**config.mk**
```make
export PLATFORM = sky130hd
export DESIGN_NAME = uifs_top
export DESIGN_NICKNAME = d
export VERILOG_FILES = /design/src/uifs_pkg.sv /design/src/uifs_top.sv
export VERILOG_INCLUDE_DIRS = /design/src
export SDC_FILE = /design/constraint.sdc
export NUM_CORES = 1
export LEC_CHECK = 0
export CAP_MARGIN = 20
export CORE_MARGIN = 4
export CORE_UTILIZATION = 60
export CTS_CLUSTER_DIAMETER = 40
export DETAILED_ROUTE_END_ITERATION = 7
export DONT_BUFFER_PORTS = 1
export PLACE_DENSITY_LB_ADDON = 0.1
export SLEW_MARGIN = 0
export SYNTH_ARGS = -nofsm -noshare
export SYNTH_HDL_FRONTEND = slang
export SYNTH_SLANG_ARGS = --single-unit
```
**constraint.sdc**
```tcl
create_clock -name aclk -period 4.05 [get_ports aclk]
set_input_delay 0.2025 -clock aclk [delete_from_list [all_inputs] [get_ports aclk]]
set_output_delay 0.2025 -clock aclk [all_outputs]
set_load 0.03 [all_outputs]
```
**src/uifs_consts.svh**
```systemverilog
// Constants for the UART queue interrupt and line status block.
`ifndef UIFS_CONSTS_SVH
`define UIFS_CONSTS_SVH

// -----------------------------------------------------------------
// Register byte offsets
// -----------------------------------------------------------------
`define UIFS_OFF_DATA 8'h00
`define UIFS_OFF_IRQ_EN 8'h04
`define UIFS_OFF_INT_ID 8'h08
`define UIFS_OFF_QCTRL 8'h0c
`define UIFS_OFF_LINE_CFG 8'h10
`define UIFS_OFF_LINE_STATE 8'h14

// -----------------------------------------------------------------
// Field positions and reset values
// -----------------------------------------------------------------
`define UIFS_QCTRL_FIFO_BIT 0
`define UIFS_QCTRL_TRIG_LSB 6
`define UIFS_CFG_BITS_RST 4'ha
`define UIFS_IRQ_EN_RST 4'h0
`define UIFS_TRIG_RST 2'h0

// -----------------------------------------------------------------
// Identification codes
// -----------------------------------------------------------------
`define UIFS_ID_NONE 4'h1
`define UIFS_ID_LINE 4'h6
`define UIFS_ID_RDA 4'h4
`define UIFS_ID_TOUT 4'hc
`define UIFS_ID_TX_HOLDING_EMPTY 4'h2
`define UIFS_ID_MODEM 4'h0
`define UIFS_ID_FIFO_MARK 4'hc

// -----------------------------------------------------------------
// Timing in baud ticks (ticks run at sixteen per bit)
// -----------------------------------------------------------------
`define UIFS_TICKS_PER_BIT 11'h010
`define UIFS_TIMEOUT_CHARS 11'h004

// -----------------------------------------------------------------
// Trigger levels
// -----------------------------------------------------------------
`define UIFS_TRIG_L0 5'h01
`define UIFS_TRIG_L1 5'h04
`define UIFS_TRIG_L2 5'h08
`define UIFS_TRIG_L3 5'h0e

// -----------------------------------------------------------------
// Bus answers
// -----------------------------------------------------------------
`define UIFS_RESP_OKAY 2'h0
`define UIFS_RESP_SLVERR 2'h2

`endif

```
**src/uifs_pkg.sv**
```systemverilog
// Types shared by the UART queue interrupt and line status block.
package uifs_pkg;

  // One received character with its error bits.
  typedef struct packed {
    logic brk;
    logic framing;
    logic parity;
    logic [7:0] data;
  } uifs_rx_char_t;

  // Interrupt enable bits.
  typedef struct packed {
    logic modem_status_irq_enable;
    logic line_status_irq_enable;
    logic tx_empty_irq_enable;
    logic rx_data_irq_enable;
  } uifs_ier_t;

  // Line state register layout.
  typedef struct packed {
    logic rx_queue_error_flag;
    logic transmitter_idle_flag;
    logic tx_queue_empty_flag;
    logic brk;
    logic framing;
    logic parity;
    logic overrun;
    logic data_ready_flag;
  } uifs_lsr_t;

endpackage

```
**src/uifs_top.sv**
```systemverilog
// Queue interrupt and line status logic of one UART channel.
`include "uifs_consts.svh"

module uifs_top
  import uifs_pkg::*;
#(
  parameter int QUEUE_DEPTH = 16
) (
  // Clock and reset.
  input wire logic aclk,
  input wire logic aresetn,
  // AXI4-Lite write channels.
  input wire logic [7:0] s_axi_awaddr,
  input wire logic s_axi_awvalid,
  output logic s_axi_awready,
  input wire logic [31:0] s_axi_wdata,
  input wire logic [3:0] s_axi_wstrb,
  input wire logic s_axi_wvalid,
  output logic s_axi_wready,
  output logic [1:0] s_axi_bresp,
  output logic s_axi_bvalid,
  input wire logic s_axi_bready,
  // AXI4-Lite read channels.
  input wire logic [7:0] s_axi_araddr,
  input wire logic s_axi_arvalid,
  output logic s_axi_arready,
  output logic [31:0] s_axi_rdata,
  output logic [1:0] s_axi_rresp,
  output logic s_axi_rvalid,
  input wire logic s_axi_rready,
  // Baud output tick, sixteen per bit, from the baud generator.
  input wire logic baud_tick_output,
  // Receive shift register side.
  input wire logic rx_push_valid,
  input wire uifs_rx_char_t rx_push_char,
  // Transmit shift register side.
  output logic tx_pop_valid,
  input wire logic tx_pop_ready,
  output logic [7:0] tx_pop_data,
  input wire logic tx_shift_busy,
  // Modem change summary and channel interrupt.
  input wire logic modem_delta,
  output logic irq
);

  localparam int AW = $clog2(QUEUE_DEPTH);
  localparam logic [AW:0] DEPTH_C = (AW + 1)'(QUEUE_DEPTH);

  // Trigger level decode; used by the interrupt and the assertions.
  function automatic logic [4:0] trig_level(input logic [1:0] sel);
    case (sel)
      2'h0: trig_level = `UIFS_TRIG_L0;
      2'h1: trig_level = `UIFS_TRIG_L1;
      2'h2: trig_level = `UIFS_TRIG_L2;
      default: trig_level = `UIFS_TRIG_L3;
    endcase
  endfunction

  // -----------------------------------------------------------------
  // Registers and handshake terms
  // -----------------------------------------------------------------
  uifs_ier_t ier_reg;
  logic fifo_en_reg;
  logic [1:0] trig_sel_reg;
  logic [3:0] char_bits_reg;
  logic wr_go, rd_go;
  logic wr_data, wr_ier, wr_qctrl, wr_cfg, wr_ok;
  logic rd_data, rd_iid, rd_lsr, rd_ok;
  logic flush;
  logic [31:0] rd_value;

  // Write address and data are taken together, one write at a time.
  assign wr_go = s_axi_awvalid && s_axi_wvalid && !s_axi_bvalid;
  assign s_axi_awready = wr_go;
  assign s_axi_wready = wr_go;
  assign rd_go = s_axi_arvalid && !s_axi_rvalid;
  assign s_axi_arready = rd_go;

  assign wr_data = wr_go && s_axi_awaddr == `UIFS_OFF_DATA && s_axi_wstrb[0];
  assign wr_ier = wr_go && s_axi_awaddr == `UIFS_OFF_IRQ_EN && s_axi_wstrb[0];
  assign wr_qctrl = wr_go && s_axi_awaddr == `UIFS_OFF_QCTRL && s_axi_wstrb[0];
  assign wr_cfg = wr_go && s_axi_awaddr == `UIFS_OFF_LINE_CFG
                  && s_axi_wstrb[0];
  assign wr_ok = s_axi_awaddr == `UIFS_OFF_DATA
              || s_axi_awaddr == `UIFS_OFF_IRQ_EN
              || s_axi_awaddr == `UIFS_OFF_QCTRL
              || s_axi_awaddr == `UIFS_OFF_LINE_CFG;
  assign rd_data = rd_go && s_axi_araddr == `UIFS_OFF_DATA;
  assign rd_iid = rd_go && s_axi_araddr == `UIFS_OFF_INT_ID;
  assign rd_lsr = rd_go && s_axi_araddr == `UIFS_OFF_LINE_STATE;
  // Toggling the queue enable empties both queues, as on the real part.
  assign flush = wr_qctrl
              && s_axi_wdata[`UIFS_QCTRL_FIFO_BIT] != fifo_en_reg;

  // Control registers written by software.
  always_ff @(posedge aclk) begin
    if (!aresetn) begin
      ier_reg <= `UIFS_IRQ_EN_RST;
      fifo_en_reg <= 1'b0;
      trig_sel_reg <= `UIFS_TRIG_RST;
      char_bits_reg <= `UIFS_CFG_BITS_RST;
    end else begin
      if (wr_ier) begin
        ier_reg <= uifs_ier_t'(s_axi_wdata[3:0]);
      end
      if (wr_qctrl) begin
        fifo_en_reg <= s_axi_wdata[`UIFS_QCTRL_FIFO_BIT];
        trig_sel_reg <= s_axi_wdata[`UIFS_QCTRL_TRIG_LSB +: 2];
      end
      if (wr_cfg) begin
        char_bits_reg <= s_axi_wdata[3:0];
      end
    end
  end

  // -----------------------------------------------------------------
  // Receive queue
  // -----------------------------------------------------------------
  uifs_rx_char_t rx_mem [QUEUE_DEPTH];
  logic [AW-1:0] rx_wp_reg, rx_rp_reg;
  logic [AW:0] rx_cnt_reg, rx_err_cnt_reg;
  logic rx_push, rx_pop, rx_full, push_err, pop_err;
  uifs_rx_char_t rx_head;

  assign rx_full = rx_cnt_reg == DEPTH_C;
  assign rx_push = rx_push_valid && !rx_full && !flush;
  assign rx_pop = rd_data && rx_cnt_reg != '0 && !flush;
  assign rx_head = rx_mem[rx_rp_reg];
  assign push_err = |{rx_push_char.brk, rx_push_char.framing,
                      rx_push_char.parity};
  assign pop_err = |{rx_head.brk, rx_head.framing, rx_head.parity};

  // Storage is written without reset; only pointers and counts carry state.
  always_ff @(posedge aclk) begin
    if (rx_push) begin
      rx_mem[rx_wp_reg] <= rx_push_char;
    end
  end

  // Pointers, count and a count of errored entries.
  always_ff @(posedge aclk) begin
    if (!aresetn || flush) begin
      rx_wp_reg <= '0;
      rx_rp_reg <= '0;
      rx_cnt_reg <= '0;
      rx_err_cnt_reg <= '0;
    end else begin
      if (rx_push) begin
        rx_wp_reg <= rx_wp_reg + 1'b1;
      end
      if (rx_pop) begin
        rx_rp_reg <= rx_rp_reg + 1'b1;
      end
      rx_cnt_reg <= rx_cnt_reg + (AW + 1)'(rx_push) - (AW + 1)'(rx_pop);
      rx_err_cnt_reg <= rx_err_cnt_reg + (AW + 1)'(rx_push && push_err)
                        - (AW + 1)'(rx_pop && pop_err);
    end
  end

  // Overrun is sticky until the line state is read; a new one wins.
  logic overrun_reg;
  always_ff @(posedge aclk) begin
    if (!aresetn) begin
      overrun_reg <= 1'b0;
    end else if (rx_push_valid && rx_full) begin
      overrun_reg <= 1'b1;
    end else if (rd_lsr) begin
      overrun_reg <= 1'b0;
    end
  end

  // -----------------------------------------------------------------
  // Receive timeout, counted in baud ticks
  // -----------------------------------------------------------------
  logic [10:0] to_cnt_reg, to_limit;
  logic to_flag_reg, to_restart;

  assign to_limit = `UIFS_TIMEOUT_CHARS * `UIFS_TICKS_PER_BIT
                    * {7'h00, char_bits_reg};
  // Once active only a read restarts it; while idle a push does too.
  assign to_restart = rx_pop || (rx_push && !to_flag_reg);

  always_ff @(posedge aclk) begin
    if (!aresetn || flush) begin
      to_cnt_reg <= '0;
      to_flag_reg <= 1'b0;
    end else if (to_restart || rx_cnt_reg == '0) begin
      to_cnt_reg <= '0;
      to_flag_reg <= 1'b0;
    end else if (to_cnt_reg >= to_limit) begin
      to_flag_reg <= 1'b1;
    end else if (baud_tick_output) begin
      to_cnt_reg <= to_cnt_reg + 11'h001;
    end
  end

  // -----------------------------------------------------------------
  // Transmit queue
  // -----------------------------------------------------------------
  logic [7:0] tx_mem [QUEUE_DEPTH];
  logic [AW-1:0] tx_wp_reg, tx_rp_reg;
  logic [AW:0] tx_cnt_reg;
  logic tx_push, tx_pop;

  assign tx_push = wr_data && tx_cnt_reg != DEPTH_C && !flush;
  assign tx_pop = tx_pop_valid && tx_pop_ready;
  assign tx_pop_valid = tx_cnt_reg != '0;
  assign tx_pop_data = tx_mem[tx_rp_reg];

  // Holding register writes land in the transmit queue.
  always_ff @(posedge aclk) begin
    if (tx_push) begin
      tx_mem[tx_wp_reg] <= s_axi_wdata[7:0];
    end
  end

  // Pointers and count of the transmit queue.
  always_ff @(posedge aclk) begin
    if (!aresetn || flush) begin
      tx_wp_reg <= '0;
      tx_rp_reg <= '0;
      tx_cnt_reg <= '0;
    end else begin
      if (tx_push) begin
        tx_wp_reg <= tx_wp_reg + 1'b1;
      end
      if (tx_pop) begin
        tx_rp_reg <= tx_rp_reg + 1'b1;
      end
      tx_cnt_reg <= tx_cnt_reg + (AW + 1)'(tx_push) - (AW + 1)'(tx_pop);
    end
  end

  // -----------------------------------------------------------------
  // Transmit empty indication with its delay
  // -----------------------------------------------------------------
  logic tx_empty_ind_reg, two_seen_reg, skip_delay_reg, dly_run_reg;
  logic [10:0] dly_cnt_reg, dly_len;
  logic empty_set, go_empty;

  // One character minus its final stop bit.
  assign dly_len = `UIFS_TICKS_PER_BIT * ({7'h00, char_bits_reg} - 11'h001);
  assign go_empty = tx_cnt_reg == '0 && !tx_empty_ind_reg && !tx_push;
  // Without two bytes ever queued together the shifter has only just
  // taken the sole byte; waiting avoids a second interrupt at once.
  assign empty_set = go_empty && (two_seen_reg || skip_delay_reg
                     || (dly_run_reg && dly_cnt_reg == '0));

  always_ff @(posedge aclk) begin
    if (!aresetn || flush) begin
      tx_empty_ind_reg <= 1'b1;
      dly_run_reg <= 1'b0;
      dly_cnt_reg <= '0;
    end else if (tx_push) begin
      tx_empty_ind_reg <= 1'b0;
      dly_run_reg <= 1'b0;
    end else if (empty_set) begin
      tx_empty_ind_reg <= 1'b1;
      dly_run_reg <= 1'b0;
    end else if (go_empty && !dly_run_reg) begin
      dly_run_reg <= 1'b1;
      dly_cnt_reg <= dly_len;
    end else if (dly_run_reg && baud_tick_output) begin
      dly_cnt_reg <= dly_cnt_reg - 11'h001;
    end
  end

  // Two-byte history and the skip after an enable change.
  always_ff @(posedge aclk) begin
    if (!aresetn) begin
      two_seen_reg <= 1'b0;
      skip_delay_reg <= 1'b0;
    end else begin
      if (tx_cnt_reg >= (AW + 1)'(2)) begin
        two_seen_reg <= 1'b1;
      end else if (empty_set) begin
        two_seen_reg <= 1'b0;
      end
      if (flush) begin
        skip_delay_reg <= 1'b1;
      end else if (empty_set) begin
        skip_delay_reg <= 1'b0;
      end
    end
  end

  // -----------------------------------------------------------------
  // Interrupt sources and identification
  // -----------------------------------------------------------------
  logic tx_holding_empty_pend_reg, rda_irq, tout_irq, line_irq, tx_holding_empty_irq, modem_irq;
  logic [3:0] iid_code;
  uifs_lsr_t line_state_register;

  // Flush also sets the indication, so the skip lets it fire at once.
  always_ff @(posedge aclk) begin
    if (!aresetn) begin
      tx_holding_empty_pend_reg <= 1'b0;
    end else if (empty_set || flush) begin
      tx_holding_empty_pend_reg <= 1'b1;
    end else if (wr_data || (rd_iid && iid_code == `UIFS_ID_TX_HOLDING_EMPTY)) begin
      tx_holding_empty_pend_reg <= 1'b0;
    end
  end

  assign line_state_register.data_ready_flag = rx_cnt_reg != '0;
  assign line_state_register.overrun = overrun_reg;
  assign line_state_register.parity = line_state_register.data_ready_flag && rx_head.parity;
  assign line_state_register.framing = line_state_register.data_ready_flag && rx_head.framing;
  assign line_state_register.brk = line_state_register.data_ready_flag && rx_head.brk;
  assign line_state_register.tx_queue_empty_flag = tx_empty_ind_reg;
  assign line_state_register.transmitter_idle_flag = tx_empty_ind_reg
                                     && !tx_shift_busy;
  assign line_state_register.rx_queue_error_flag = rx_err_cnt_reg != '0;

  // Polled operation simply leaves these gates closed.
  assign rda_irq = ier_reg.rx_data_irq_enable && (fifo_en_reg
                   ? rx_cnt_reg >= trig_level(trig_sel_reg)
                   : rx_cnt_reg != '0);
  assign tout_irq = ier_reg.rx_data_irq_enable && fifo_en_reg
                    && to_flag_reg;
  assign line_irq = ier_reg.line_status_irq_enable
                    && (line_state_register.overrun || line_state_register.parity || line_state_register.framing
                        || line_state_register.brk);
  assign tx_holding_empty_irq = ier_reg.tx_empty_irq_enable && tx_holding_empty_pend_reg;
  assign modem_irq = ier_reg.modem_status_irq_enable && modem_delta;

  // Line status first, then receive, then timeout, then holding empty, then modem.
  always_comb begin
    if (line_irq) begin
      iid_code = `UIFS_ID_LINE;
    end else if (rda_irq) begin
      iid_code = `UIFS_ID_RDA;
    end else if (tout_irq) begin
      iid_code = `UIFS_ID_TOUT;
    end else if (tx_holding_empty_irq) begin
      iid_code = `UIFS_ID_TX_HOLDING_EMPTY;
    end else if (modem_irq) begin
      iid_code = `UIFS_ID_MODEM;
    end else begin
      iid_code = `UIFS_ID_NONE;
    end
  end

  // Interrupt pin held in a flop so it never glitches.
  always_ff @(posedge aclk) begin
    if (!aresetn) begin
      irq <= 1'b0;
    end else begin
      irq <= iid_code != `UIFS_ID_NONE;
    end
  end

  // -----------------------------------------------------------------
  // Read mux and bus answers
  // -----------------------------------------------------------------
  always_comb begin
    rd_value = 32'h0000_0000;
    rd_ok = 1'b1;
    case (s_axi_araddr)
      `UIFS_OFF_DATA: rd_value[10:0] = rx_head;
      `UIFS_OFF_IRQ_EN: rd_value[3:0] = ier_reg;
      `UIFS_OFF_INT_ID: begin
        rd_value[3:0] = iid_code;
        rd_value[7:4] = fifo_en_reg ? `UIFS_ID_FIFO_MARK : 4'h0;
      end
      `UIFS_OFF_QCTRL: begin
        rd_value[`UIFS_QCTRL_FIFO_BIT] = fifo_en_reg;
        rd_value[`UIFS_QCTRL_TRIG_LSB +: 2] = trig_sel_reg;
      end
      `UIFS_OFF_LINE_CFG: rd_value[3:0] = char_bits_reg;
      `UIFS_OFF_LINE_STATE: rd_value[7:0] = line_state_register;
      default: rd_ok = 1'b0;
    endcase
  end

  // Read answer: registered data, one cycle after the address.
  always_ff @(posedge aclk) begin
    if (!aresetn) begin
      s_axi_rvalid <= 1'b0;
      s_axi_rdata <= 32'h0000_0000;
      s_axi_rresp <= `UIFS_RESP_OKAY;
    end else if (rd_go) begin
      s_axi_rvalid <= 1'b1;
      s_axi_rdata <= rd_value;
      s_axi_rresp <= rd_ok ? `UIFS_RESP_OKAY : `UIFS_RESP_SLVERR;
    end else if (s_axi_rready) begin
      s_axi_rvalid <= 1'b0;
    end
  end

  // Write answer one cycle after both channels are taken.
  always_ff @(posedge aclk) begin
    if (!aresetn) begin
      s_axi_bvalid <= 1'b0;
      s_axi_bresp <= `UIFS_RESP_OKAY;
    end else if (wr_go) begin
      s_axi_bvalid <= 1'b1;
      s_axi_bresp <= wr_ok ? `UIFS_RESP_OKAY : `UIFS_RESP_SLVERR;
    end else if (s_axi_bready) begin
      s_axi_bvalid <= 1'b0;
    end
  end
endmodule // uifs_top

```
Word-level counts from Yosys, hierarchy flattened. Memories as Yosys holds them, arrays and structs flattened. A register that Yosys moved wholly into a read port is not among the register bits. Index checks and enable logic that the tools add are counted.

Latch bits: 0. Flip-flop bits (word level): 89. Memories: 2. Bits in read-only memories: 0. Bits in writable memories: 304. Input bits: 75.

Memory list: rx_mem (words 16, bits a word 11, rd ports 1, clocked after Yosys merged registers in 1, write ports 1, line uifs_top.sv:119) `uifs_rx_char_t rx_mem [QUEUE_DEPTH];`; tx_mem (words 16, bits a word 8, rd ports 1, clocked after Yosys merged registers in 1, write ports 1, line uifs_top.sv:200) `logic [7:0] tx_mem [QUEUE_DEPTH];`.

Mux-type cells: 39. $mul: 0. Reductions and logical operators: 90. Add/subtract/negate cells: 13. Order comparisons: 3. Divide/modulo/power cells: 0. Bitwise logic cells: 3. Shift operators: 0. Eq/ne operators: 15.

Operators with widths (count): $logic_and 1x1->1 (43); $mux 4 (8); $eq 8x4->1 const B (3); $eq 8x5->1 const B (3); $mux 11 (2); $mux 1 (20); $add 4x1->4 const B (4); $eq 8x3->1 const B (2); $logic_not 8->1 (2); $reduce_bool 2->1 (8); $add 5x1->5 (3); $pmux 3 s5 (1); $reduce_bool 5->1 (3); $sub 5x1->5 (3); $logic_or 1x1->1 (13); $pmux 4 s3 (1); $add 11x1->11 const B (1); $ge 11x10->1 (1); $logic_not 11->1 (1); $sub 11x1->11 const B (1); $logic_not 1->1 (10); $logic_not 5->1 (2); $reduce_or 3->1 (3); $pmux 2 s4 (1); 20 further kinds (24).

Longest topological paths before layout. Gate-level depths: netlist of the first run.

Depth after elaboration: 12. Depth in mapped cells: 17.

Least setup slack after synthesis of the first run. Ideal clock, no wire load.

Path type: reg-to-reg. Start point: register (tool-made name). End point: register rx_err_cnt_reg[4]. Arrival: 3.186 ns. Cell stages (with the launch flop): 18. Clock period less this slack: 3.256 ns. Path buffers: 2. Slack: 0.794 ns. Cells stage by stage: dfxtp_1 buf_2 buf_4 mux4_2 a22oi_1 and3_1 and3_1 nor2_1 ha_1 inv_1 ha_1 inv_1 fa_1 inv_1 a21oi_1 nor2_1 or3_1 a21oi_1.

RTL lines: end signal: assignment (line uifs_top.sv:155) `rx_err_cnt_reg <= rx_err_cnt_reg + (AW + 1)'(rx_push && push_err)`; end: declaration (line uifs_top.sv:121) `logic [AW:0] rx_cnt_reg, rx_err_cnt_reg;`.

==> results of run 1 <==
[Yosys cell counts, drive strengths merged (17+ instances only)]
master | number | share of area
a21oi | 42 | 0.012
and3 | 17 | 0.0062
buf | 43 | 0.016
clkbuf | 33 | 0.0073
dfxtp | 95 | 0.11
edfxtp | 304 | 0.54
ha | 43 | 0.032
inv | 53 | 0.012
mux2i | 20 | 0.012
mux4 | 91 | 0.12
nand2 | 63 | 0.014
nand3 | 26 | 0.0079
nor2 | 92 | 0.020
nor2b | 17 | 0.0062
nor3 | 23 | 0.0070
o21ai | 37 | 0.011
[layout make-up]
type / instances / area [um^2]
sequential: 399 / 11000
fill: 1890 / 8500
timing repair buffer: 77 / 703
inverter: 53 / 199
antenna: 1 / 2.50
clock buffer: 58 / 1210
clock inverter: 26 / 288
multi-input combinational: 639 / 5530
tap: 378 / 473
[how the worst max path moves through the flow]
| stage | slack, ns | end | cells after the start |
|---|---|---|---|
| after floorplan | 0.79 | rx_err_cnt_reg[4] | 17 |
| after global placement | 0.75 | rx_err_cnt_reg[4] | 15 |
| after detailed placement | 0.71 | rx_err_cnt_reg[4] | 15 |
| after CTS | 0.63 | rx_err_cnt_reg[4] | 15 |
| after global routing | 0.43 | rx_err_cnt_reg[4] | 15 |
| final | 0.65 | rx_err_cnt_reg[4] | 15 |
[per-stage QoR]
step / setup WS, ns / area [um^2] / std cells / util
after floorplan: 0.794 / 17100 / 1167 / -
after global placement: 0.753 / 17500 / 1505 / 0.627
after detailed placement: 0.710 / 17500 / 1505 / 0.627
after CTS: 0.632 / 19400 / 1630 / 0.696
after global routing: 0.430 / 19400 / 1630 / 0.696
final: 0.646 / 19400 / 1631 / 0.696
[logic make-up (layout without fill, tap and decap cells)]
kind of cell	count (synthesis)	after routing	synth area share
mux	113	113	0.133
fa+ha+maj	46	46	0.0351
xor+xnor	29	29	0.0149
simple gates	295	295	0.0863
other cells	1	24	0.000220
flops	399	399	0.647
compound gates	133	133	0.0486
buf+inv	129	214	0.0351
[per-layer routing]
metal | vias to the layer above | wire length [um]
met5 | - | 0
met4 | 0 | 967
met3 | 67 | 2210
met2 | 309 | 18700
met1 | 4884 | 15200
li1 | 4456 | -
[worst reg2reg max path, cell delays in order (launching register included)]
cell                      delay (ns)
sky130_fd_sc_hd__dfxtp_4        0.50
sky130_fd_sc_hd__mux4_2         0.55
sky130_fd_sc_hd__a22oi_1        0.22
sky130_fd_sc_hd__and3_1         0.24
sky130_fd_sc_hd__and3_1         0.26
sky130_fd_sc_hd__nor2_1         0.07
sky130_fd_sc_hd__ha_1           0.29
sky130_fd_sc_hd__inv_1          0.04
sky130_fd_sc_hd__ha_1           0.18
sky130_fd_sc_hd__inv_1          0.07
sky130_fd_sc_hd__fa_1           0.20
sky130_fd_sc_hd__inv_1          0.05
sky130_fd_sc_hd__a21oi_1        0.12
sky130_fd_sc_hd__nor2_1         0.06
sky130_fd_sc_hd__or3_1          0.33
sky130_fd_sc_hd__a21oi_1        0.14
[power by group]
group          internal (mW)  switching, mW  total [mW]
Sequential              4.54          0.132        4.67
Combinational          0.634          0.770        1.40
Clock                   2.45           1.61        4.06
Total                   7.62           2.52        10.1
==> metrics.md, run 1 <==
| Metric | Value |
|---|---|
| Run status | `finished, final reports clean` |
| Vias in the first global route | `9720` |
| Area Growth Syn to Fin | `14.0%` |
| Delay-heaviest family, CP | `simple AND/OR/NAND/NOR gates` |
| Routability cong. | `0.836` |
| Critical hold path startpoint | `s_axi_awaddr[3]` |
| Setup repair after global routing missed its margin | `false` |
| Post-route total power | `10.1 mW` |
| Depth of the CTS H-tree | `2` |
| Kind of end point of the critical path | `flop` |
| Delay contributed by the slowest stage of the critical path | `0.55 ns` |
| Share of the yosys chip area belonging to registers | `0.647` |
| Post-synthesis cell count | `1145` |
| Hold depth | `3` |
| Final routed DRC violation total | `0` |
| Kind of start point of the critical path | `flop` |
| Post-CTS Setup Repair Bufs | `0` |
| Die outline width | `177 um` |
| Peak supply drop | `390 uV` |
| Final sum of negative setup slack | `0 ns` |
| Total wirelength of the detailed-routed design | `37100 um` |
| Syn_area_per_cell | `around 15 um^2` |
| CTS-repair resized insts | `0` |
| Net count of the finished layout | `1337` |
| Antenna violation net count after detailed routing | `0` |
| Maximum clock frequency | `0.294 GHz` |
| P_leak | `~6.6 nW` |
| Number of hold-slack violations in the final timing report | `0` |
| Share of final-layout standard cells stronger than drive strength 1 | `0.173` |
| Most frequent cell on the critical path | `sky130_fd_sc_hd__inv_1` |
| Routed wire per std cell | `22.7 um` |
| Number of buffer and inverter instances along the worst setup path | `3` |
| Length of the first detailed-routing pass in iterations | `5` |
| Number of max-slew violations in the final report | `0` |
| Initial antenna violation count | `0` |
| Overall die area | `31200 um^2` |
| Most used routing layer in global routing | `met2` |
| Wire length of the first global-routing pass | `56700 um` |
| Hold bufs inserted after CTS | `41` |
| Proportion of synthesized flip-flops having asynchronous set or reset | `0` |
| CTS tree | `built` |
| Cell at the root of the clock tree | `sky130_fd_sc_hd__clkbuf_16` |
| Part of the cycle the worst path needs | `0.840` |
| Clock sink total | `399` |
| Number of flip-flops in the largest register | `between 150 and 200` |
| Met2 GRT Util | `0.410` |
| Class of the most critical setup path | `reg2reg` |
| Worst hold path endpoint | `ier_reg[1]` |
| Maximum number of pins on one net before global-route repair | `40` |
| Unique cell type count in the Yosys netlist | `72` |
| # rows | `61` |
| # IOs | `126` |
| Routing usage on met1 | `0.327` |
| Avg Vias per Cell | `5.96` |
| Number of buffers between clock root and the deepest sink | `3` |
| Vias post-DR | `9716` |
| Most frequent standard cell in the layout excluding fill and tap cells | `sky130_fd_sc_hd__edfxtp_1` |
| Clock insertion delay at the later pin of the skew report | `~0.54 ns` |
| Post-synth top flop | `sky130_fd_sc_hd__edfxtp_1` |
| Met3 Track Usage GR | `0.0420` |
| Worst Max-Slew Pin Slew | `0.915 ns` |
| Worst hold slack | `0.0225 ns` |
| Port Buffers | `0` |
| Worst Clk Skew | `about 0.024 ns` |
| Post-detailed-placement half-perimeter wirelength | `22400 um` |
| Starting utilization of the core area | `0.611` |
| Drt initial violations | `785` |
| Reg-to-reg slack, setup | `between 0.6 and 0.7 ns` |
| Post-synthesis cell area | `17100 um^2` |
| Critical Path AT | `3.85 ns` |
| Worst reg2reg path depth | `15` |
| Worst EP required | `4.50 ns` |
| Crit path max-delay cell type | `sky130_fd_sc_hd__mux4_2` |
| Total routing resource utilization after global routing | `0.241` |
| Worst hold-check path type | `in2reg` |
| Largest register by flop count | `rx_mem` |
| Post-route minimum period | `3.40 ns` |
| Floorplan core area | `roughly 28000 um^2` |
| Total congestion overflow after global routing | `0` |
| Number of storage elements in the synthesis netlist | `399` |
| CTS clock-pin slew for the worst setup and hold paths | `0.06 ns` |
| Cell Pwr Density | `~520 nW/um^2` |
| Count of flip-flops with a built-in enable after synthesis | `304` |
| Registers with the highest flip-flop counts | `rx_mem: 176 flops, tx_mem: 128 flops` |
| Die outline height | `177 um` |
| Max-slew headroom at the worst pin | `0.388` |
| CP Max Fanout | `13` |
| Top library cells by usage in the layout, fill and taps aside | `304 x sky130_fd_sc_hd__edfxtp_1, 92 x sky130_fd_sc_hd__nor2_1, 92 x sky130_fd_sc_hd__dfxtp_1` |
| Total of max-cap violations | `0` |
| Number of buffers inserted during clock tree synthesis | `46` |
| Worst reg2reg path endpoint | `rx_err_cnt_reg[4]` |
| Sequence of cells on the critical path | `mux4_2 > a22oi_1 > and3_1 > and3_1 > nor2_1 > ha_1 > inv_1 > ha_1 > inv_1 > fa_1 > inv_1 > a21oi_1 > nor2_1 > or3_1 > a21oi_1` |
| Count of endpoints failing setup in the final report | `0` |
| Yosys warning total | `0` |
Note: power is estimated with default switching activity, not from simulation.
==> run 2: changes to the inputs <==
--- a/config.mk
+++ b/config.mk
@@ -8,7 +8,7 @@
 export LEC_CHECK = 0
 export CAP_MARGIN = 20
 export CORE_MARGIN = 4
-export CORE_UTILIZATION = 60
+export CORE_UTILIZATION = 57
 export CTS_CLUSTER_DIAMETER = 40
 export DETAILED_ROUTE_END_ITERATION = 7
 export DONT_BUFFER_PORTS = 1
==> constraint.sdc (replaced) <==
create_clock -name aclk -period 3.1 [get_ports aclk]
set_input_delay 0.155 -clock aclk [delete_from_list [all_inputs] [get_ports aclk]]
set_output_delay 0.155 -clock aclk [all_outputs]
set_load 0.03 [all_outputs]
==> run 2 against run 1 <==
  * The flow now finishes with violations (negative setup slack)
  * Sequential share of layout area is 1.8 points lower
  * Design area is 3.2% higher
  * Maximum frequency is 8.9% higher
  * First-iteration DRC count is 4.3% lower
  * Cell count is 4.0% higher
==> metrics.md, run 2 (same netlist as run 1, synthesis figures left out) <==
| Metric | Value |
|---|---|
| Run status | `finished, violations left` |
| Violated checks | `negative setup slack` |
| CTS tree | `built` |
| Post-route minimum period | `3.13 ns (-0.279 ns)` |
| Depth of the CTS H-tree | `2 (unchanged)` |
| Floorplan core area | `29600 um^2 (+5.8%)` |
| Count of endpoints failing setup in the final report | `2 (+2)` |
| Total routing resource utilization after global routing | `0.224 (-0.0175)` |
| Maximum clock frequency | `0.320 GHz (+8.9%)` |
| Cell Pwr Density | `677 nW/um^2 (+30%)` |
| Most frequent standard cell in the layout excluding fill and tap cells | `sky130_fd_sc_hd__edfxtp_1` |
| Final sum of negative setup slack | `-0.0499 ns (-0.0499 ns)` |
| Number of max-slew violations in the final report | `0 (unchanged)` |
| Kind of start point of the critical path | `flop` |
| Worst Clk Skew | `0.0333 ns (+0.00952 ns)` |
| Overall die area | `32800 um^2 (+5.0%)` |
| Clock insertion delay at the later pin of the skew report | `0.56 ns (+0.02 ns)` |
| Area Growth Syn to Fin | `17.7%` |
| Worst EP required | `3.59 ns (-0.91 ns)` |
| Routed wire per std cell | `21.4 um (-6.0%)` |
| Drt initial violations | `751 (-4.3%)` |
| Number of buffers between clock root and the deepest sink | `3 (unchanged)` |
| Vias in the first global route | `10.0k (+3.2%)` |
| CP Max Fanout | `7 (-6)` |
| Total congestion overflow after global routing | `0 (unchanged)` |
| Kind of end point of the critical path | `flop` |
| Peak supply drop | `550 uV (+41%)` |
| Clock sink total | `399 (unchanged)` |
| Final routed DRC violation total | `0 (unchanged)` |
| Length of the first detailed-routing pass in iterations | `5 (unchanged)` |
| Class of the most critical setup path | `reg2reg` |
| Total of max-cap violations | `0 (unchanged)` |
| Maximum number of pins on one net before global-route repair | `36 (-10%)` |
| Final setup slack of the worst path | `-0.0251 ns (-0.671 ns)` |
| Number of buffers inserted during clock tree synthesis | `50 (+8.7%)` |
| Port Buffers | `0 (unchanged)` |
| Starting utilization of the core area | `0.577 (-0.0336)` |
| Post-route total power | `13.6 mW (+34%)` |
| Cells after DPL | `1547 (+2.8%)` |
| Share of final-layout standard cells stronger than drive strength 1 | `0.215 (+0.0414)` |
| Cell at the root of the clock tree | `sky130_fd_sc_hd__clkbuf_16` |
| P_leak | `6.93 nW (+4.6%)` |
| CTS clock-pin slew for the worst setup and hold paths | `0.06 ns (about the same)` |
| Die outline height | `181 um (+2.5%)` |
| Routability cong. | `0.805 (-3.7%)` |
| Max-slew headroom at the worst pin | `0.467 (+0.0789)` |
| Antenna violation net count after detailed routing | `0 (unchanged)` |
| Net count of the finished layout | `1387 (+3.7%)` |
| Top library cells by usage in the layout, fill and taps aside | `304 x sky130_fd_sc_hd__edfxtp_1, 92 x sky130_fd_sc_hd__dfxtp_1, 91 x sky130_fd_sc_hd__nor2_1, 91 x sky130_fd_sc_hd__mux4_2, 70 x sky130_fd_sc_hd__buf_4` |
| Total wirelength of the detailed-routed design | `36200 um (-2.2%)` |
| Worst Max-Slew Pin Slew | `0.797 ns (-0.118 ns)` |
| Count of non-filler cells in the finished layout | `1696 (+4.0%)` |
| Avg Vias per Cell | `5.84 (-1.9%)` |
| Part of the cycle the worst path needs | `1.01 (+0.168)` |
| Critical hold path startpoint | `baud_tick_output` |
| Largest register by flop count | `rx_mem` |
| Initial antenna violation count | `1 (+1)` |
| Critical Path AT | `3.61 ns (-0.24 ns)` |
| Vias post-DR | `9908 (+2.0%)` |
| Number of hold-slack violations in the final timing report | `0 (unchanged)` |
| # rows | `63 (+3.3%)` |
| Post-detailed-placement half-perimeter wirelength | `23200 um (+3.6%)` |
| Die outline width | `181 um (+2.5%)` |
| Worst hold-check path type | `in2reg` |
| Registers with the highest flip-flop counts | `rx_mem: 176 flops, tx_mem: 128 flops` |
| Setup repair after global routing missed its margin | `true` |
| Worst slack at placement | `-0.0651 ns (-0.775 ns)` |
| # IOs | `126 (unchanged)` |
| Wire length of the first global-routing pass | `57500 um (+1.3%)` |
| Number of flip-flops in the largest register | `176 (unchanged)` |
==> run 2: worst paths after layout <==
check	end	slack, ns	cells after the start
worst min-delay path	to_cnt_reg[6]	0.02	3
worst min register to register	skip_delay_reg	0.45	2
worst max register to register	rx_err_cnt_reg[4]	-0.03	16
worst max-delay path	rx_err_cnt_reg[4]	-0.03	16
==> run 2: final cells by class <==
type                       count  area, um^2
clock buffer                  61        1290
sequential                   399       11000
inverter                      53         199
antenna                        2        5.00
tap                          390         488
timing repair buffer         123        1130
fill                        2047        9490
clock inverter                29         334
multi-input combinational    639        5580
==> run 2: worst max-delay path, stage by stage, from the launching register on <==
cell and delay, ns:
sky130_fd_sc_hd__dfxtp_4 0.39, sky130_fd_sc_hd__buf_12 0.14, sky130_fd_sc_hd__mux4_2 0.51, sky130_fd_sc_hd__a22oi_2 0.19, sky130_fd_sc_hd__and3_4 0.20, sky130_fd_sc_hd__and3_4 0.20, sky130_fd_sc_hd__nor2_2 0.04, sky130_fd_sc_hd__ha_1 0.27
sky130_fd_sc_hd__inv_1 0.04, sky130_fd_sc_hd__ha_2 0.17, sky130_fd_sc_hd__inv_2 0.05, sky130_fd_sc_hd__fa_2 0.20, sky130_fd_sc_hd__inv_1 0.05, sky130_fd_sc_hd__a21oi_2 0.11, sky130_fd_sc_hd__nor2_1 0.05, sky130_fd_sc_hd__or3_1 0.34
sky130_fd_sc_hd__a21oi_1 0.11
==> run 2: power by group <==
group | total, mW | switching [mW] | internal [mW]
Clock | 5.56 | 2.15 | 3.41
Sequential | 6.08 | 0.150 | 5.93
Combinational | 1.95 | 1.04 | 0.912
==> run 2: timing repair <==
item,CTS,global route
pin swaps,7,3
endpoints found under the setup margin,1,4
hold buffers,47,1
setup buffers,5,2
resized for setup,11,8
hold endpoints to repair,344,1
cloned,1,0
==> run 2: stage by stage <==
step / hold WS [ns] / utilization / area, um^2
after floorplan: 0.254 / - / 17200
after global placement: 0.224 / 0.602 / 17800
after detailed placement: 0.228 / 0.602 / 17800
after CTS: 0.000627 / 0.676 / 20000
after global routing: 0.0421 / 0.679 / 20100
final: 0.0198 / 0.679 / 20100
==> run 2: layer usage <==
| layer | global-route usage | part of all wire |
|---|---|---|
| met4 | 0.0573 | 0.024 |
| met3 | 0.0387 | 0.059 |
| met1 | 0.306 | 0.41 |
| met2 | 0.380 | 0.50 |
| met5 | 0 | 0 |
==> run 3: changes to the inputs <==
--- a/config.mk
+++ b/config.mk
@@ -8,7 +8,8 @@
 export LEC_CHECK = 0
 export CAP_MARGIN = 20
 export CORE_MARGIN = 4
-export CORE_UTILIZATION = 57
+export CORE_UTILIZATION = 60
+export CTS_BUF_LIST = sky130_fd_sc_hd__clkbuf_4
 export CTS_CLUSTER_DIAMETER = 40
 export DETAILED_ROUTE_END_ITERATION = 7
 export DONT_BUFFER_PORTS = 1
==> run 3 against run 2 <==
  * The run still ends with negative setup slack left
  * Worst setup slack improved by 0.0090 ns
  * Maximum frequency increased by 0.29%
  * Sequential cell count unchanged
  * Combinational power increased by 4%
  * Total power decreased by 7.4%
  * Design area decreased by 0.31%
  * Die area decreased by 4.8%
  * Count of clock-buffer cells in the layout increased by 89
  * Critical path depth unchanged
  * Largest power group unchanged
  * Routed wire length increased by 3.3%
  * Clock power decreased by 19%
==> metrics.md, run 3 (same netlist as run 1, synthesis figures left out) <==
| Metric | Value |
|---|---|
| Run status | `finished, violations left` |
| Violated checks | `negative setup slack` |
| Total congestion overflow after global routing | `0 (unchanged)` |
| Number of buffers inserted during clock tree synthesis | `100 (+100%)` |
| Port Buffers | `0 (unchanged)` |
| Worst hold slack | `0.0527 ns (+0.0329 ns)` |
| Class of the most critical setup path | `reg2reg` |
| Avg Vias per Cell | `5.78 (-1.1%)` |
| Kind of start point of the critical path | `flop` |
| Net count of the finished layout | `1461 (+5.3%)` |
| Antenna violation net count after detailed routing | `0 (unchanged)` |
| CTS tree | `built` |
| Clock insertion delay at the later pin of the skew report | `0.76 ns (+0.20 ns)` |
| Post-detailed-placement half-perimeter wirelength | `23000 um (-0.84%)` |
| Worst Clk Skew | `0.0524 ns (+0.0191 ns)` |
| Routing usage on met1 | `0.327 (+0.0216)` |
| Worst hold-check path type | `in2reg` |
| Part of the cycle the worst path needs | `1.01 (-0.00290)` |
| Worst EP required | `3.75 ns (+0.16 ns)` |
| Max-slew headroom at the worst pin | `0.438 (-0.0286)` |
| Top library cells by usage in the layout, fill and taps aside | `304 x sky130_fd_sc_hd__edfxtp_1, 150 x sky130_fd_sc_hd__clkbuf_4, 91 x sky130_fd_sc_hd__nor2_1, 91 x sky130_fd_sc_hd__mux4_2, 91 x sky130_fd_sc_hd__dfxtp_1` |
| Post-route minimum period | `3.12 ns (-0.00900 ns)` |
| Cell at the root of the clock tree | `sky130_fd_sc_hd__clkbuf_4` |
| P_leak | `7.03 nW (+1.5%)` |
| Kind of end point of the critical path | `flop` |
| Drt initial violations | `1027 (+37%)` |
| Critical hold path startpoint | `s_axi_araddr[2]` |
| Cell Pwr Density | `629 nW/um^2 (-7.2%)` |
| Number of buffer and inverter instances along the worst setup path | `4 (unchanged)` |
| # rows | `61 (-3.2%)` |
| Met2 GRT Util | `0.412 (+0.0324)` |
| Wire length of the first global-routing pass | `58200 um (+1.4%)` |
| Final routed DRC violation total | `0 (unchanged)` |
| Share of final-layout standard cells stronger than drive strength 1 | `0.264 (+0.0497)` |
| Maximum clock frequency | `0.321 GHz (+0.29%)` |
| Most frequent standard cell in the layout excluding fill and tap cells | `sky130_fd_sc_hd__edfxtp_1` |
| Depth of the CTS H-tree | `3 (+1)` |
| Worst Max-Slew Pin Slew | `0.839 ns (+0.0425 ns)` |
| Die outline height | `177 um (-2.4%)` |
| # IOs | `126 (unchanged)` |
| Number of max-slew violations in the final report | `0 (unchanged)` |
| Count of endpoints failing setup in the final report | `1 (-1)` |
| Cells after DPL | `1534 (-0.84%)` |
| Total of max-cap violations | `0 (unchanged)` |
| Crit path max-delay cell type | `sky130_fd_sc_hd__mux4_2` |
| Area Growth Syn to Fin | `17.3%` |
| Delay contributed by the slowest stage of the critical path | `0.52 ns (about the same)` |
| Starting utilization of the core area | `0.611 (+0.0336)` |
| Routed wire per std cell | `20.8 um (-2.7%)` |
| Total wirelength of the detailed-routed design | `37400 um (+3.3%)` |
| Number of flip-flops in the largest register | `176 (unchanged)` |
| Delay-heaviest family, CP | `simple AND/OR/NAND/NOR gates` |
| Routability cong. | `0.835 (+3.7%)` |
| Sequence of cells on the critical path | `buf_12 > mux4_2 > a22oi_2 > and3_4 > and3_4 > nor2_1 > ha_1 > inv_1 > ha_2 > inv_2 > fa_2 > inv_1 > a21oi_2 > nor2_1 > or3_1 > a21oi_1` |
| Die outline width | `177 um (-2.4%)` |
| Total routing resource utilization after global routing | `0.244 (+0.0206)` |
| CTS clock-pin slew for the worst setup and hold paths | `0.06 ns (about the same)` |
| Overall die area | `31200 um^2 (-4.8%)` |
| Number of hold-slack violations in the final timing report | `0 (unchanged)` |
| Maximum number of pins on one net before global-route repair | `40 (+11%)` |
| Final setup slack of the worst path | `-0.0161 ns (+0.00900 ns)` |
| Length of the first detailed-routing pass in iterations | `5 (unchanged)` |
| CP Max Fanout | `5 (-2)` |
| Floorplan core area | `27900 um^2 (-5.5%)` |
| Number of buffers between clock root and the deepest sink | `3 (unchanged)` |
| Setup repair after global routing missed its margin | `true` |
| Worst slack at placement | `-0.0580 ns (+0.00705 ns)` |
| Clock sink total | `399 (unchanged)` |
| Met3 Track Usage GR | `0.0478 (+0.00910)` |
| Count of non-filler cells in the finished layout | `1800 (+6.1%)` |
| Largest register by flop count | `rx_mem` |
| Registers with the highest flip-flop counts | `rx_mem: 176 flops, tx_mem: 128 flops` |
| Peak supply drop | `572 uV (+4.0%)` |
| Vias post-DR | `10.4k (+5.0%)` |
| Initial antenna violation count | `4 (+3)` |
| Vias in the first global route | `10.5k (+4.8%)` |
| # fillers | `1839 (-10%)` |
| Critical Path AT | `3.77 ns (+0.16 ns)` |
| Most used routing layer in global routing | `met2` |
-- run 3: per-layer routing --
metal  routed length (um)  up-vias
li1                     -     4781
met1                15100     5120
met2                18900      428
met3                 2590       69
met4                  784        2
met5                   12        -
-- run 3: path summary, 6_finish.rpt --
| path | end | slack, ns | depth (start not counted) |
|---|---|---|---|
| setup / recovery | rx_err_cnt_reg[4] | -0.02 | 16 |
| setup reg to reg | rx_err_cnt_reg[4] | -0.02 | 16 |
| hold reg to reg | skip_delay_reg | 0.46 | 2 |
| hold / removal | s_axi_rdata[1] | 0.05 | 5 |
-- run 3: per-stage QoR --
| step | utilization | area [um^2] | TNS, ns | power [mW] |
|---|---|---|---|---|
| finish | 0.716 | 20000 | -0.0161 | 12.6 |
| global route | 0.716 | 20000 | -0.330 | 13.2 |
| CTS | 0.712 | 19900 | -0.0272 | 12.7 |
| detailed placement | 0.636 | 17800 | -0.0580 | 8.01 |
| global placement | 0.636 | 17800 | -0.00649 | 7.97 |
| floorplan | - | 17200 | 0 | 7.56 |
-- run 3: worst min-delay path, delay by kind of cell --
family             cells  cell delay, ns
AOI/OAI and AO/OA      3            0.45
and+or+nand+nor        2            0.11
-- run 3: layout make-up --
class                   count  area, um^2  share of cell area
diodes                      4        10.0            0.000500
clock buffers             150        1130              0.0563
clock inverters            30         214              0.0107
inverters                  53         203              0.0101
multi-input cells         639        5590               0.279
flip-flops and latches    399       11000               0.552
well taps                 378         473              0.0236
repair buffers            146        1340              0.0672
repair inverters            1        5.00            0.000250
-- run 3: timing repair --
item	4_1_cts	5_1_grt
gates cloned	1	1
hold buffers	62	1
endpoints found under the setup margin	1	17
pin swaps	7	11
endpoints found under the hold margin	399	16
gates resized for setup	10	12
setup buffers	14	4
-- run 3: power breakdown --
group	internal [mW]	switching, mW
Sequential	5.93	0.146
Combinational	0.955	1.07
Clock	2.40	2.08
Total	9.29	3.30
